==> src/verilog/adcr_regs.vh <==
// register offsets, field positions, reset values and codes of the router
`ifndef ADCR_REGS_VH
`define ADCR_REGS_VH
// ============================================================
// register byte offsets
`define ADCR_FLOW_CTRL_OFS      8'h00
`define ADCR_CLK_CTRL_OFS       8'h04
`define ADCR_STATUS_OFS         8'h08
// ============================================================
// data-flow control fields
`define ADCR_CONVERTER_DISABLE  0
`define ADCR_SER_OUT_SEL_LO     1
`define ADCR_TX_SRC_SEL_LO      3
`define ADCR_SRC_IN_AES         5
`define ADCR_TRANSMIT_OFF       6
`define ADCR_BYPASS_SWITCH      7
`define ADCR_FLOW_CTRL_RST      8'h0A
// ============================================================
// clock-source control fields
`define ADCR_RX_CLK_SEL_LO      0
`define ADCR_OUT_CLK_RECOVERED  2
`define ADCR_PASSTHROUGH        3
`define ADCR_CLK_CTRL_RST       4'h0
// ============================================================
// status fields
`define ADCR_FLOW_ID_LO         0
`define ADCR_CFG_INVALID        4
`define ADCR_IN_CLK_FALLING     5
`define ADCR_OUT_CLK_FALLING    6
`define ADCR_PLL_MULT_LO        8
`define ADCR_PLL_MULT           9'h100
// ============================================================
// source codes of the output selectors
`define ADCR_SEL_CONVERTER      2'h0
`define ADCR_SEL_SERIAL_IN      2'h1
`define ADCR_SEL_AES_RX         2'h2
`define ADCR_SEL_NONE           2'h3
// receive clock select codes
`define ADCR_RXC_PLL_WORD       2'h0
`define ADCR_RXC_PLL_AES        2'h1
`define ADCR_RXC_PIN_IN         2'h2
`define ADCR_RXC_MASTER         2'h3
// clock domain source codes
`define ADCR_CLK_PLL            2'h0
`define ADCR_CLK_PIN            2'h1
`define ADCR_CLK_MASTER         2'h2
`endif

==> src/verilog/adcr_dataflow_clock_routing.v <==
// data-flow switch and clock routing of the audio transceiver
//
// The register offsets and the APB slave port were decided locally.
`timescale 1ns/100ps
`default_nettype none
`include "adcr_regs.vh"
module adcr_dataflow_clock_routing #(
  parameter W     = 24,
  parameter DEPTH = 2,
  parameter AW    = 1
) (
  input  wire         clk_sys,
  input  wire         srst,
  input  wire         psel,
  input  wire         penable,
  input  wire         pwrite,
  input  wire [7:0]   paddr,
  input  wire [31:0]  pwdata,
  output reg  [31:0]  prdata,
  output wire         pready,
  output wire         pslverr,
  input  wire         aes_rx_valid,
  output wire         aes_rx_ready,
  input  wire [W-1:0] aes_rx_data,
  input  wire         ser_in_valid,
  output wire         ser_in_ready,
  input  wire [W-1:0] ser_in_data,
  input  wire         src_out_valid,
  output wire         src_out_ready,
  input  wire [W-1:0] src_out_data,
  output wire         src_in_valid,
  input  wire         src_in_ready,
  output wire [W-1:0] src_in_data,
  output wire         ser_out_valid,
  input  wire         ser_out_ready,
  output wire [W-1:0] ser_out_data,
  output wire         aes_tx_valid,
  input  wire         aes_tx_ready,
  output wire [W-1:0] aes_tx_data,
  input  wire         receive_pos_input,
  input  wire         tx_enc_pos,
  input  wire         tx_enc_neg,
  output reg          transmit_pos_output,
  output reg          transmit_neg_output,
  input  wire         recovered_master_clock,
  input  wire         external_master_clock,
  input  wire         recovered_clock_pin_i,
  output reg          recovered_clock_pin_o,
  output reg          recovered_clock_pin_oe,
  output reg          pll_ref_aes,
  output reg          pll_bypass,
  output reg          in_domain_clk,
  output reg          out_domain_clk,
  output reg          in_clk_falling,
  output reg          out_clk_falling,
  output reg  [3:0]   flow_id
);
  // ============================================================
  // configuration registers
  reg  [7:0] flow_ctrl;
  reg  [3:0] clk_ctrl;
  wire       converter_disable;
  wire [1:0] serial_out_source_select;
  wire [1:0] transmit_source_select;
  wire       src_in_aes;
  wire       transmit_off;
  wire       biphase_bypass_switch;
  wire [1:0] receive_clock_select;
  wire       out_clk_recovered;
  wire       passthrough;
  assign converter_disable        = flow_ctrl[`ADCR_CONVERTER_DISABLE];
  assign serial_out_source_select =
    flow_ctrl[`ADCR_SER_OUT_SEL_LO+1:`ADCR_SER_OUT_SEL_LO];
  assign transmit_source_select   =
    flow_ctrl[`ADCR_TX_SRC_SEL_LO+1:`ADCR_TX_SRC_SEL_LO];
  assign src_in_aes               = flow_ctrl[`ADCR_SRC_IN_AES];
  assign transmit_off             = flow_ctrl[`ADCR_TRANSMIT_OFF];
  assign biphase_bypass_switch    = flow_ctrl[`ADCR_BYPASS_SWITCH];
  assign receive_clock_select     =
    clk_ctrl[`ADCR_RX_CLK_SEL_LO+1:`ADCR_RX_CLK_SEL_LO];
  assign out_clk_recovered        = clk_ctrl[`ADCR_OUT_CLK_RECOVERED];
  assign passthrough              = clk_ctrl[`ADCR_PASSTHROUGH];
  // ============================================================
  // apb slave: zero wait states, error on unmapped offsets
  wire       hit_flow;
  wire       hit_clk;
  wire       hit_stat;
  wire       mapped;
  wire       wr_en;
  reg        cfg_invalid;
  wire [31:0] status_word;
  assign hit_flow = (paddr == `ADCR_FLOW_CTRL_OFS);
  assign hit_clk  = (paddr == `ADCR_CLK_CTRL_OFS);
  assign hit_stat = (paddr == `ADCR_STATUS_OFS);
  assign mapped   = hit_flow | hit_clk | hit_stat;
  assign pready   = 1'b1;
  assign pslverr  = psel & penable & ~mapped;
  assign wr_en    = psel & penable & pwrite;
  assign status_word = {15'h0000, `ADCR_PLL_MULT, 1'b0, out_clk_falling,
                        in_clk_falling, cfg_invalid, flow_id};
  always @(posedge clk_sys)
  begin
    if (srst)
    begin
      flow_ctrl <= `ADCR_FLOW_CTRL_RST;
      clk_ctrl  <= `ADCR_CLK_CTRL_RST;
      prdata    <= 32'h00000000;
    end
    else
    begin
      if (wr_en & hit_flow)
        flow_ctrl <= pwdata[7:0];
      if (wr_en & hit_clk)
        clk_ctrl <= pwdata[3:0];
      // read data is captured in the setup cycle so it comes from a flop
      if (psel & ~penable)
      begin
        if (hit_flow)
          prdata <= {24'h000000, flow_ctrl};
        else if (hit_clk)
          prdata <= {28'h0000000, clk_ctrl};
        else if (hit_stat)
          prdata <= status_word;
        else
          prdata <= 32'h00000000;
      end
    end
  end
  // ============================================================
  // flow identification
  reg [3:0] next_flow_id;
  always @*
  begin
    next_flow_id = 4'h0;
    if (~converter_disable &&
        serial_out_source_select == `ADCR_SEL_CONVERTER &&
        transmit_source_select == `ADCR_SEL_CONVERTER)
    begin
      if (src_in_aes)
        next_flow_id = 4'h3;
      else if (receive_clock_select == `ADCR_RXC_PLL_WORD)
        next_flow_id = 4'h1;
      else if (receive_clock_select == `ADCR_RXC_PIN_IN)
        next_flow_id = 4'h2;
      else if (receive_clock_select == `ADCR_RXC_PLL_AES)
        next_flow_id = 4'h4;
      else if (out_clk_recovered)
        next_flow_id = 4'h5;
    end
    else if (~converter_disable && src_in_aes &&
             serial_out_source_select == `ADCR_SEL_CONVERTER &&
             transmit_source_select == `ADCR_SEL_SERIAL_IN)
      next_flow_id = 4'h6;
    else if (converter_disable &&
             serial_out_source_select == `ADCR_SEL_AES_RX &&
             transmit_source_select == `ADCR_SEL_SERIAL_IN)
      next_flow_id = 4'h7;
    else if (~converter_disable &&
             serial_out_source_select == `ADCR_SEL_AES_RX &&
             transmit_source_select == `ADCR_SEL_NONE &&
             receive_clock_select == `ADCR_RXC_PLL_AES)
      next_flow_id = 4'h8;
    else if (~converter_disable &&
             serial_out_source_select == `ADCR_SEL_SERIAL_IN &&
             transmit_source_select == `ADCR_SEL_SERIAL_IN &&
             receive_clock_select == `ADCR_RXC_PLL_WORD)
      next_flow_id = 4'h9;
  end
  always @(posedge clk_sys)
  begin
    if (srst)
    begin
      flow_id     <= 4'h0;
      cfg_invalid <= 1'b1;
    end
    else
    begin
      flow_id     <= next_flow_id;
      cfg_invalid <= (next_flow_id == 4'h0);
    end
  end
  // ============================================================
  // data switch: sources aes rx (bit 0), serial in (1), converter (2)
  function [2:0] onehot_src;
    input [1:0] code;
    begin
      case (code)
        `ADCR_SEL_CONVERTER: onehot_src = 3'b100;
        `ADCR_SEL_SERIAL_IN: onehot_src = 3'b010;
        `ADCR_SEL_AES_RX:    onehot_src = 3'b001;
        default:             onehot_src = 3'b000;
      endcase
    end
  endfunction
  wire [2:0] use_so;
  wire [2:0] use_tx;
  wire [2:0] use_si;
  wire [2:0] used;
  wire [2:0] src_vld;
  wire [2:0] src_rdy;
  wire [2:0] fire;
  wire       conv_needed;
  wire       so_rdy;
  wire       tx_rdy;
  wire       si_rdy;
  // a disabled converter can feed nobody, so its selection is dropped
  assign use_so = onehot_src(serial_out_source_select) &
                  {~converter_disable, 2'b11};
  assign use_tx = onehot_src(transmit_source_select) &
                  {~converter_disable, 2'b11};
  assign conv_needed = use_so[2] | use_tx[2];
  assign use_si = conv_needed ? (src_in_aes ? 3'b001 : 3'b010) : 3'b000;
  assign used   = use_so | use_tx | use_si;
  assign src_vld = {src_out_valid, ser_in_valid, aes_rx_valid};
  // a source feeding two sinks moves only when both can take the word;
  // an unrouted source is held rather than silently drained
  assign src_rdy = used & (~use_so | {3{so_rdy}}) &
                   (~use_tx | {3{tx_rdy}}) & (~use_si | {3{si_rdy}});
  assign fire = src_vld & src_rdy;
  assign aes_rx_ready  = src_rdy[0];
  assign ser_in_ready  = src_rdy[1];
  assign src_out_ready = src_rdy[2];
  function [W-1:0] pick;
    input [2:0]   sel;
    input [W-1:0] d_aes;
    input [W-1:0] d_ser;
    input [W-1:0] d_conv;
    begin
      if (sel[0])
        pick = d_aes;
      else if (sel[1])
        pick = d_ser;
      else
        pick = d_conv;
    end
  endfunction
  adcr_buf2 #(.W(W), .DEPTH(DEPTH), .AW(AW)) u_buf_ser_out (
    .clk_sys   (clk_sys),
    .srst      (srst),
    .in_valid  (|(use_so & fire)),
    .in_ready  (so_rdy),
    .in_data   (pick(use_so, aes_rx_data, ser_in_data, src_out_data)),
    .out_valid (ser_out_valid),
    .out_ready (ser_out_ready),
    .out_data  (ser_out_data)
  );
  adcr_buf2 #(.W(W), .DEPTH(DEPTH), .AW(AW)) u_buf_aes_tx (
    .clk_sys   (clk_sys),
    .srst      (srst),
    .in_valid  (|(use_tx & fire)),
    .in_ready  (tx_rdy),
    .in_data   (pick(use_tx, aes_rx_data, ser_in_data, src_out_data)),
    .out_valid (aes_tx_valid),
    .out_ready (aes_tx_ready),
    .out_data  (aes_tx_data)
  );
  adcr_buf2 #(.W(W), .DEPTH(DEPTH), .AW(AW)) u_buf_src_in (
    .clk_sys   (clk_sys),
    .srst      (srst),
    .in_valid  (|(use_si & fire)),
    .in_ready  (si_rdy),
    .in_data   (pick(use_si, aes_rx_data, ser_in_data, src_out_data)),
    .out_valid (src_in_valid),
    .out_ready (src_in_ready),
    .out_data  (src_in_data)
  );
  // ============================================================
  // pin synchronisers: receive input, pll clock, master clock, clock pin
  reg [3:0] pin_s1;
  reg [3:0] pin_s2;
  always @(posedge clk_sys)
  begin
    if (srst)
    begin
      pin_s1 <= 4'h0;
      pin_s2 <= 4'h0;
    end
    else
    begin
      pin_s1 <= {recovered_clock_pin_i, external_master_clock,
                 recovered_master_clock, receive_pos_input};
      pin_s2 <= pin_s1;
    end
  end
  // ============================================================
  // transmit drivers
  always @(posedge clk_sys)
  begin
    if (srst)
    begin
      transmit_pos_output <= 1'b0;
      transmit_neg_output <= 1'b0;
    end
    else if (transmit_off)
    begin
      transmit_pos_output <= 1'b0;
      transmit_neg_output <= 1'b0;
    end
    else if (biphase_bypass_switch)
    begin
      // bypass ignores the selected flow, so it works in all of them
      transmit_pos_output <= pin_s2[0];
      transmit_neg_output <= ~pin_s2[0];
    end
    else
    begin
      transmit_pos_output <= tx_enc_pos;
      transmit_neg_output <= tx_enc_neg;
    end
  end
  // ============================================================
  // clock routing
  reg [1:0] in_src;
  reg [1:0] out_src;
  always @*
  begin
    case (receive_clock_select)
      `ADCR_RXC_PLL_WORD: in_src = `ADCR_CLK_PLL;
      `ADCR_RXC_PLL_AES:  in_src = `ADCR_CLK_PLL;
      // passthrough owns the pin, so the input side keeps the pll
      `ADCR_RXC_PIN_IN:   in_src = passthrough ? `ADCR_CLK_PLL
                                               : `ADCR_CLK_PIN;
      default:            in_src = `ADCR_CLK_MASTER;
    endcase
    if (converter_disable)
      out_src = in_src;
    else if (out_clk_recovered)
      out_src = (in_src == `ADCR_CLK_PIN) ? `ADCR_CLK_PIN
                                          : `ADCR_CLK_PLL;
    else
      out_src = `ADCR_CLK_MASTER;
  end
  function clk_of;
    input [1:0] src;
    input [3:0] s;
    begin
      case (src)
        `ADCR_CLK_PLL:    clk_of = s[1];
        `ADCR_CLK_PIN:    clk_of = s[3];
        `ADCR_CLK_MASTER: clk_of = s[2];
        default:          clk_of = 1'b0;
      endcase
    end
  endfunction
  always @(posedge clk_sys)
  begin
    if (srst)
    begin
      pll_ref_aes            <= 1'b0;
      pll_bypass             <= 1'b0;
      recovered_clock_pin_o  <= 1'b0;
      recovered_clock_pin_oe <= 1'b0;
      in_domain_clk          <= 1'b0;
      out_domain_clk         <= 1'b0;
      in_clk_falling         <= 1'b0;
      out_clk_falling        <= 1'b0;
    end
    else
    begin
      pll_ref_aes <= (receive_clock_select == `ADCR_RXC_PLL_AES);
      pll_bypass  <= (receive_clock_select == `ADCR_RXC_PIN_IN);
      recovered_clock_pin_o  <= passthrough ? pin_s2[2]
                                            : pin_s2[1];
      recovered_clock_pin_oe <= passthrough |
        (receive_clock_select != `ADCR_RXC_PIN_IN);
      in_domain_clk   <= clk_of(in_src, pin_s2);
      out_domain_clk  <= clk_of(out_src, pin_s2);
      in_clk_falling  <= (in_src != `ADCR_CLK_MASTER);
      out_clk_falling <= (out_src != `ADCR_CLK_MASTER);
    end
  end
endmodule // adcr_dataflow_clock_routing
`default_nettype wire

==> src/verilog/adcr_buf2.v <==
// two-entry stream buffer with valid and ready on both sides
`timescale 1ns/100ps
`default_nettype none
module adcr_buf2 #(
  parameter W     = 24,
  parameter DEPTH = 2,
  parameter AW    = 1
) (
  input  wire         clk_sys,
  input  wire         srst,
  input  wire         in_valid,
  output wire         in_ready,
  input  wire [W-1:0] in_data,
  output wire         out_valid,
  input  wire         out_ready,
  output wire [W-1:0] out_data
);
  reg [W-1:0] mem [0:DEPTH-1];
  reg [AW-1:0] wr_ptr;
  reg [AW-1:0] rd_ptr;
  reg [AW:0]   count;
  wire push;
  wire pop;
  // ============================================================
  // handshake
  assign in_ready  = (count != DEPTH[AW:0]);
  assign out_valid = (count != {(AW+1){1'b0}});
  assign push      = in_valid & in_ready;
  assign pop       = out_valid & out_ready;
  assign out_data  = mem[rd_ptr];
  // ============================================================
  // storage
  always @(posedge clk_sys)
  begin
    if (push)
      mem[wr_ptr] <= in_data;
  end
  always @(posedge clk_sys)
  begin
    if (srst)
    begin
      wr_ptr <= {AW{1'b0}};
      rd_ptr <= {AW{1'b0}};
      count  <= {(AW+1){1'b0}};
    end
    else
    begin
      if (push)
        wr_ptr <= (wr_ptr == DEPTH[AW-1:0] - 1'b1) ? {AW{1'b0}}
                                                   : wr_ptr + 1'b1;
      if (pop)
        rd_ptr <= (rd_ptr == DEPTH[AW-1:0] - 1'b1) ? {AW{1'b0}}
                                                   : rd_ptr + 1'b1;
      if (push & ~pop)
        count <= count + 1'b1;
      else if (pop & ~push)
        count <= count - 1'b1;
    end
  end
endmodule // adcr_buf2
`default_nettype wire

==> config.mk <==
export PLATFORM = sky130hd
export DESIGN_NAME = adcr_dataflow_clock_routing
export DESIGN_NICKNAME = d
export VERILOG_FILES = /design/src/verilog/adcr_dataflow_clock_routing.v /design/src/verilog/adcr_buf2.v
export VERILOG_INCLUDE_DIRS = /design/src /design/src/verilog
export SDC_FILE = /design/constraint.sdc
export NUM_CORES = 1
export LEC_CHECK = 0
export BUFFER_PORTS_ARGS = -buffer_cell sky130_fd_sc_hd__buf_2
export CAP_MARGIN = 0
export CORE_ASPECT_RATIO = 0.8
export CORE_MARGIN = 1.5
export CORE_UTILIZATION = 49
export DETAILED_ROUTE_END_ITERATION = 10
export GPL_ROUTABILITY_DRIVEN = 0
export HOLD_SLACK_MARGIN = 0.02
export PLACE_DENSITY = 0.86
export SYNTH_ARGS = -nofsm -noshare
export SYNTH_HDL_FRONTEND = slang
export SYNTH_SLANG_ARGS = --single-unit
==> constraint.sdc <==
create_clock -name clk_sys -period 3 [get_ports clk_sys]
set_input_delay 0.75 -clock clk_sys [delete_from_list [all_inputs] [get_ports clk_sys]]
set_output_delay 0.75 -clock clk_sys [all_outputs]
set_load 0.005 [all_outputs]
==> results by stage, run 1 <==
Pwr:
- The net switching component of the power is ~2.0 mW.
- The portion of total power attributed to sequential cells is 0.445.
- The switching part of the total is 0.262.
- For this design the static power due to leakage is 4.54 nW.
- The largest vdd supply drop is a little over 0.0004 V.
- Of the total power, combinational logic draws 0.208.
- The clock power share is 0.347.
- The internal power consumption is 5.70 mW.
- The power per cell area is between 600 and 700 mW/mm².

Clock network:
- TritonCTS built the clock tree.
- The number of clock buffers added by TritonCTS is 22.
- Clock-pin slew was measured on the worst setup and hold paths at 0.06 ns.
- The number of gates resized after CTS was 0.
- In this run, post-CTS hold repair placed 0 buffers.
- In this run the deepest clock path goes through 3 buffers.
- The clock insertion delay at the later pin of the skew report is 0.50 ns.
- Clock tree synthesis selected as its root buffer the cell clkbuf_16.
- The clock net in this run drives a total of 203 sinks.
- CTS built an H-tree with a depth of 1.
- The number of setup buffers added after CTS is 0.

Detailed routing:
- After detailed routing, the number of vias per cell comes to 5.56.
- In the routed design, unresolved DRC markers number 0.
- The routed design has 25300 µm of wire.
- After detailed routing, the average wire length per cell comes to 18.8 µm.
- For this block, the via count after detailed routing is between 7000 and 8000.
- The first TritonRoute pass finished after 5 iterations.
- In this run the remaining antenna-violating nets after routing total 0.
- After the first detailed-routing iteration, the DRC count stood at 581.

Synthesis:
- For this run, the number of Yosys warnings is 0.
- Of the post-synthesis cell area, the dominant cell type holds 0.426.
- The synthesized netlist contains 64 unique library cells.
- The synthesis-stage register bit count is 203.
- The largest total area in the synthesized netlist belongs to edfxtp_1.
- In this run, synthesis inferred 144 flip-flops with an integrated enable.
- Sorting the synthesized cells by area gives the leading types as edfxtp_1 (43%), dfxtp_1 (12%), mux2i_1 (8.9%).
- Among all cell types in the netlist, the one instantiated most often is edfxtp_1.
- The share of the Yosys chip area taken by registers is 0.543.
- A synthesized cell averages 11.7 µm².
- Of all flip-flops after synthesis, the portion carrying an async set or reset was 0.
- Counting instances in the post-synthesis netlist gives the leading cell types as edfxtp_1 (144), a21oi_1 (91), mux2i_1 (90).
- The post-synthesis instance area is 0.0101 mm².
- The number of cells produced by synthesis is around 870.
- Among all flip-flop cells after synthesis, the most frequent one is edfxtp_1.

Global route:
- The first global-routing pass estimated about 38000 µm of wire.
- The pin count of the biggest net entering global routing is 79.
- The number of antenna violations at the first check in global routing is 19.
- The via count of the first global-routing pass came to approximately 7000.
- Across every metal layer, demand over resource in global routing totals 0.230.
- The total overflow left after global routing is 0.

STA:
- The clock skew after layout is 0.0152 ns.
- Across all setup checks in the final design, the least slack found is 0.189 ns.
- At the pin with the least slew margin, the transition time is 0.964 ns.
- The number of endpoints with negative hold slack in the final report is 0.
- The routed design could run at a clock period as short as between 2 and 3 ns.
- The final-layout setup total negative slack is 0 ns.
- The tightest slew margin relative to the limit is 0.357.
- In the finished design, the share of the clock period the worst path needs comes to 0.937.
- The final number of max-transition violations was 0.
- Setup repair after global routing left no endpoint under its margin.
- The timing-limited maximum frequency is roughly 360 MHz.
- Setup violations remaining at the end of the flow were counted as 0.

Die:
- The die boundary height is around 130 µm.
- The die covers 0.0216 mm².
- The effective utilization at floorplan is 0.506.
- For this design the top-level I/O count stands at 255.
- The die span in x is between 150 and 200 µm.
- The number of placement rows is 46.
- The total area inside the core boundary comes to about 0.02 mm².

Setup path:
- STA classifies the critical path startpoint as a register.
- The type of the worst setup path is register to primary output.
- STA puts the critical path data required time at approximately 2.3 ns.
- At the worst endpoint, the arrival time is 2.06 ns.
- The worst setup path is captured at a primary output.
- The largest fanout on the critical path is 33.

Place:
- The placed wire-length estimate after detailed placement is roughly 18000 µm.
- Before CTS, the worst setup slack after placement is 0.544 ns.
- The count of buffers added on input and output ports is roughly 210.

Cells and area:
- The net count of the finished layout is 1181.
- The area growth from synthesis to layout is 19.3%.
- Measured on the finished design, the core utilization comes to 0.604.
- Of the cells placed in the final design, the portion with a size suffix greater than 1 is 0.342.
- Counting the fill cells in the layout gives 1612.

Worst hold path:
- The worst min-delay path category is register to register.

Job:
- The max capacitance violation total is 0.

Run status:
- The flow ran to the end, and the final reports show no timing, DRC or antenna violations.
power groups by stage:
stage | Sequential [mW] | Clock (mW) | Combinational (mW)
finish | 3.44 | 2.68 | 1.60
global route | 3.47 | 2.80 | 1.75
CTS | 3.44 | 2.73 | 1.62
detailed placement | 3.50 | 0 | 1.61
global placement | 3.48 | 0 | 1.58
floorplan | 3.47 | 0 | 0.966
cell families (layout without fill, tap and decap cells):
family,Yosys count,in the layout,share of synthesized area
and+or+nand+nor,215,215,0.118
DFF,203,203,0.543
AOI/OAI and AO/OA,178,178,0.110
muxes,162,162,0.169
buffers and inverters,94,271,0.0482
xor gates and xnor gates,9,9,0.00777
adders and majority gates,3,3,0.00370
other,2,42,0.000740
sequential cells by signal, summed over array words and instances (netlist names), 2 cells and up, named ones only:
register / count
clk_ctrl: 4
u_buf_aes_tx.mem: 48
prdata: 9
flow_ctrl: 8
u_buf_src_in.count: 2
u_buf_src_in.mem: 48
flow_id: 4
u_buf_ser_out.count: 2
pin_s1: 4
u_buf_ser_out.mem: 48
u_buf_aes_tx.count: 2
pin_s2: 4
worst max-delay path: stages, from the launching register on:
cell and delay, ns:
dfxtp_4 0.43, buf_4 0.39, nor2_1 0.07, nor2_1 0.31, nor2_4 0.07, and3b_1 0.17, buf_2 0.12
worst paths after layout:
path	cells past startpoint	slack, ns	end	start
max reg2reg	7	0.49	u_buf_src_in.count[1]$_SDFFE_PP0P_	flow_ctrl[3]$_SDFFE_PP1P_
min	1	0.43	pin_s2[2]$_SDFF_PP0_	pin_s1[2]$_SDFF_PP0_
min reg2reg	1	0.43	pin_s2[2]$_SDFF_PP0_	pin_s1[2]$_SDFF_PP0_
max	6	0.19	src_out_ready	flow_ctrl[4]$_SDFFE_PP0P_
layout by cell type, fill, tap and decap left out, drive strengths merged, types with 10 or more instances in the layout:
cell type and n:
nand2 13, a21oi 92, mux2 72, clkbuf 31, buf 224, conb 24, nor2 70, dfxtp 59
nor2b 65, diode 18, mux2i 90, a211oi 48, o21ai 13, edfxtp 144, nand4 10
area by class of cell:
type,count,area (µm²),share of cell area
Antenna cell,18,45.0,0.00372
Clock buffer,31,649,0.0536
Clock inverter,9,83.8,0.00693
Inverter,7,26.3,0.00217
Multi-Input combinational cell,591,4290,0.354
Sequential cell,203,5520,0.456
Tap cell,264,330,0.0273
Timing Repair Buffer,224,1170,0.0963
stage by stage:
stage	power (mW)	cell area (µm²)	hold slack, ns	std cells
CTS	7.78	12100	0.434	1329
detailed placement	5.10	11300	0.420	1289
floorplan	4.44	10200	0.414	888
finish	7.72	12100	0.433	1347
global placement	5.06	11300	0.417	1289
global route	8.03	12100	0.457	1346
per-layer routing:
layer	global-route usage	vias up	routed length, µm
met3	0.0404	60	2070
met5	0	-	13
met2	0.334	302	10800
li1	-	3555	-
met1	0.338	3577	11400
met4	0.0939	2	960
Note: power is estimated with default switching activity, not from simulation.
==> inputs of run 2 (changes only) <==
--- a/config.mk
+++ b/config.mk
@@ -15,6 +15,8 @@
 export GPL_ROUTABILITY_DRIVEN = 0
 export HOLD_SLACK_MARGIN = 0.02
 export PLACE_DENSITY = 0.86
+export RECOVER_POWER = 25
 export SYNTH_ARGS = -nofsm -noshare
 export SYNTH_HDL_FRONTEND = slang
 export SYNTH_SLANG_ARGS = --single-unit
+export TNS_END_PERCENT = 1
==> results by stage, run 2 (synthesis results as in run 1) <==
Detailed routing:
- The final routed DRC violation total is 0.
- The routed layout has 7510 vias.
- The first detailed-routing pass ran for 5 iterations.
- Dividing the detail-routed via count by the number of cells gives about 5.6.
- The sum of routed wire length over all layers is ~25000 µm.
- The per-cell routed wire length is approximately 19 µm.
- The DRC violation total after the first TritonRoute iteration is 540.
- The count of nets left with antenna violations once routing finished came out at 0.

STA:
- The number of endpoints with negative hold slack in the final report is 0.
- Setup repair after global routing left no endpoint under its margin.
- The final critical path time including I/O delays and setup is 2.81 ns.
- The final-layout setup total negative slack is 0 ns.
- Dividing the final minimum period by the clock period gives 0.937.
- Setup violations remaining at the end of the flow were counted as 0.
- Final hold analysis gives a worst-case slack of 0.433 ns.
- For the pin with the worst max-slew slack, the measured transition is 1.53 ns.
- Setup slack on the critical path of the routed design comes to 0.189 ns.
- The timing-limited maximum frequency is 356 MHz.
- Measured against its own limit, the worst slew margin works out to -0.0183.
- Clock skew on the completed layout was measured at 0.0145 ns.
- The final number of max-transition violations is 33.

Clock network:
- The tree is rooted in a clkbuf_16.
- TritonCTS built the clock tree.
- After clock tree synthesis, the setup repair step added 0 buffers.
- The depth of the CTS H-tree is 1.
- The clock sink count is 203.
- In this run, post-CTS repair resized a total of 0 instances.
- Clock-pin slew was measured on the worst setup and hold paths at 0.06 ns.
- Counting along the longest clock path gives a buffer depth of 3.
- The number of hold buffers added after CTS was 0.
- The clock insertion delay at the later pin of the skew report is 0.50 ns.
- The CTS buffer count is 22.

Setup path:
- The critical path capture point is src_out_ready.
- STA classifies the critical path endpoint as a primary output.
- The endpoint required time on the critical path is 2.25 ns.
- The reg-to-reg endpoint is u_buf_src_in.count[1]$_SDFFE_PP0P_.
- The largest fanout on the critical path is 33.
- The depth of the worst register-to-register path is 7.
- The critical path arrival is 2.06 ns.
- The worst register-to-register path begins at flow_ctrl[3]$_SDFFE_PP1P_.
- The setup slack on the worst flop-to-flop path is 0.48 ns.
- The setup path with the least slack is of type register to primary output.
- STA classifies the critical path startpoint as a register.
- The critical path starts at flow_ctrl[4]$_SDFFE_PP0P_.

Global route:
- For this run, the total global-route usage over all layers was measured as 0.230.
- The total overflow reported by the global router is 0.
- The via count of the first global-routing pass is 6912.
- The number of antenna violations at the first check in global routing is 19.
- The first global-routing pass estimated 38200 µm of wire.
- Entering global routing, the biggest net connects 79 pins.

Place:
- Once placement finished, the instance area stood at 0.0113 mm².
- After legalization and detailed placement, the total HPWL measured 18100 µm.
- The number of buffers inserted by port buffering is ~210.
- Counting tap cells, the placed design contains a total of 1289 instances.
- Before CTS, the worst setup slack after placement is 0.544 ns.

Worst hold path:
- The worst hold path belongs to the class register to register.
- The number of stages on the worst hold path is 1.

Die:
- Pin placement for this block handled 255 I/O pins.
- Measured along the y axis, the die boundary spans approximately 130 µm.
- The effective utilization at floorplan is 0.506.
- The initialized floorplan defines 46 standard-cell rows.
- The floorplan step defined a core boundary enclosing 0.0200 mm².
- The die is ~160 µm wide.
- The die outline area is 0.0216 mm².

Pwr:
- Summing internal, switching and leakage power gives 7.72 mW.
- The largest vdd supply drop is 0.000410 V.
- In this run the power density over the cells is 639 mW/mm².
- In this run the static leakage power is between 4 and 5 nW.

Job:
- Across the run, the number of max-cap violations was 1.

Cells and area:
- The area overhead of the layout relative to synthesis is 19.1%.
- The most common cell after layout, fill and taps aside is buf_2.
- The number of nets in the finished design is 1181.
- The area of all placed cells without fillers is 0.0121 mm².
- In the layout the commonest cells are buf_2 (200), edfxtp_1 (144), a21oi_1 (91), mux2i_1 (90), mux2_2 (72).
- The largest registers in the layout are u_buf_aes_tx.mem x48, u_buf_ser_out.mem x48, u_buf_src_in.mem x48.
- The fraction of layout instances using a drive strength above 1 is 0.333.
- The post-layout instance count excluding filler cells is 1347.
- At the end of the flow the core is filled with cells to 0.603.

Run status:
- The flow ran to the end, but the final reports show violations.
- The final reports fail on capacitance limit, slew limit.
run 2: cell types whose count changed in the layout (fill, tap and decap cells not counted):
cell | before | now
clkbuf_2 | 2 | 4
buf_2 | 206 | 200
nor4_1 | 5 | 6
and4bb_1 | 1 | 2
buf_4 | 18 | 15
and4bb_2 | 2 | 1
clkbuf_1 | 3 | 10
nor4_2 | 1 | 0
run 2: layer usage:
layer	share of wire	vias to the layer above	wire, µm	GRT usage
li1	-	3559	-	-
met1	0.45	3595	11400	0.338
met2	0.43	294	11000	0.334
met3	0.080	60	2040	0.0404
met4	0.036	2	928	0.0939
met5	0.00051	-	13	0
run 2: how the worst min path moves through the flow:
stage,from,endpoint,slack (ns)
after CTS,pin_s1[3]$_SDFF_PP0_,pin_s2[3]$_SDFF_PP0_,0.43
final,pin_s1[2]$_SDFF_PP0_,pin_s2[2]$_SDFF_PP0_,0.43
after detailed placement,pin_s1[3]$_SDFF_PP0_,pin_s2[3]$_SDFF_PP0_,0.42
after global placement,pin_s1[2]$_SDFF_PP0_,pin_s2[2]$_SDFF_PP0_,0.42
after global routing,recovered_clock_pin_i,pin_s1[3]$_SDFF_PP0_,0.46
after floorplan,pin_s1[0]$_SDFF_PP0_,pin_s2[0]$_SDFF_PP0_,0.41
run 2: report_power, final:
part	total [mW]	switching [mW]	internal, mW	leakage [nW]
Sequential	3.44	0.100	3.34	1.81
Clock	2.68	1.07	1.61	0.365
Combinational	1.60	0.852	0.752	2.34
Total	7.72	2.03	5.70	4.52
run 2: final cells by class:
| type | count | area (µm²) |
|---|---|---|
| tap | 264 | 330 |
| inverter | 7 | 26.3 |
| antenna | 18 | 45.0 |
| multi-input combinational | 591 | 4280 |
| sequential | 203 | 5520 |
| clock inverter | 9 | 83.8 |
| fill | 1615 | 7950 |
| timing repair buffer | 224 | 1150 |
| clock buffer | 31 | 649 |
run 2: critical path, stage by stage (launching register included):
cell     delay, ns
dfxtp_4       0.43
buf_4         0.39
nor2_1        0.07
nor2_1        0.31
nor2_4        0.07
and3b_1       0.17
buf_2         0.12
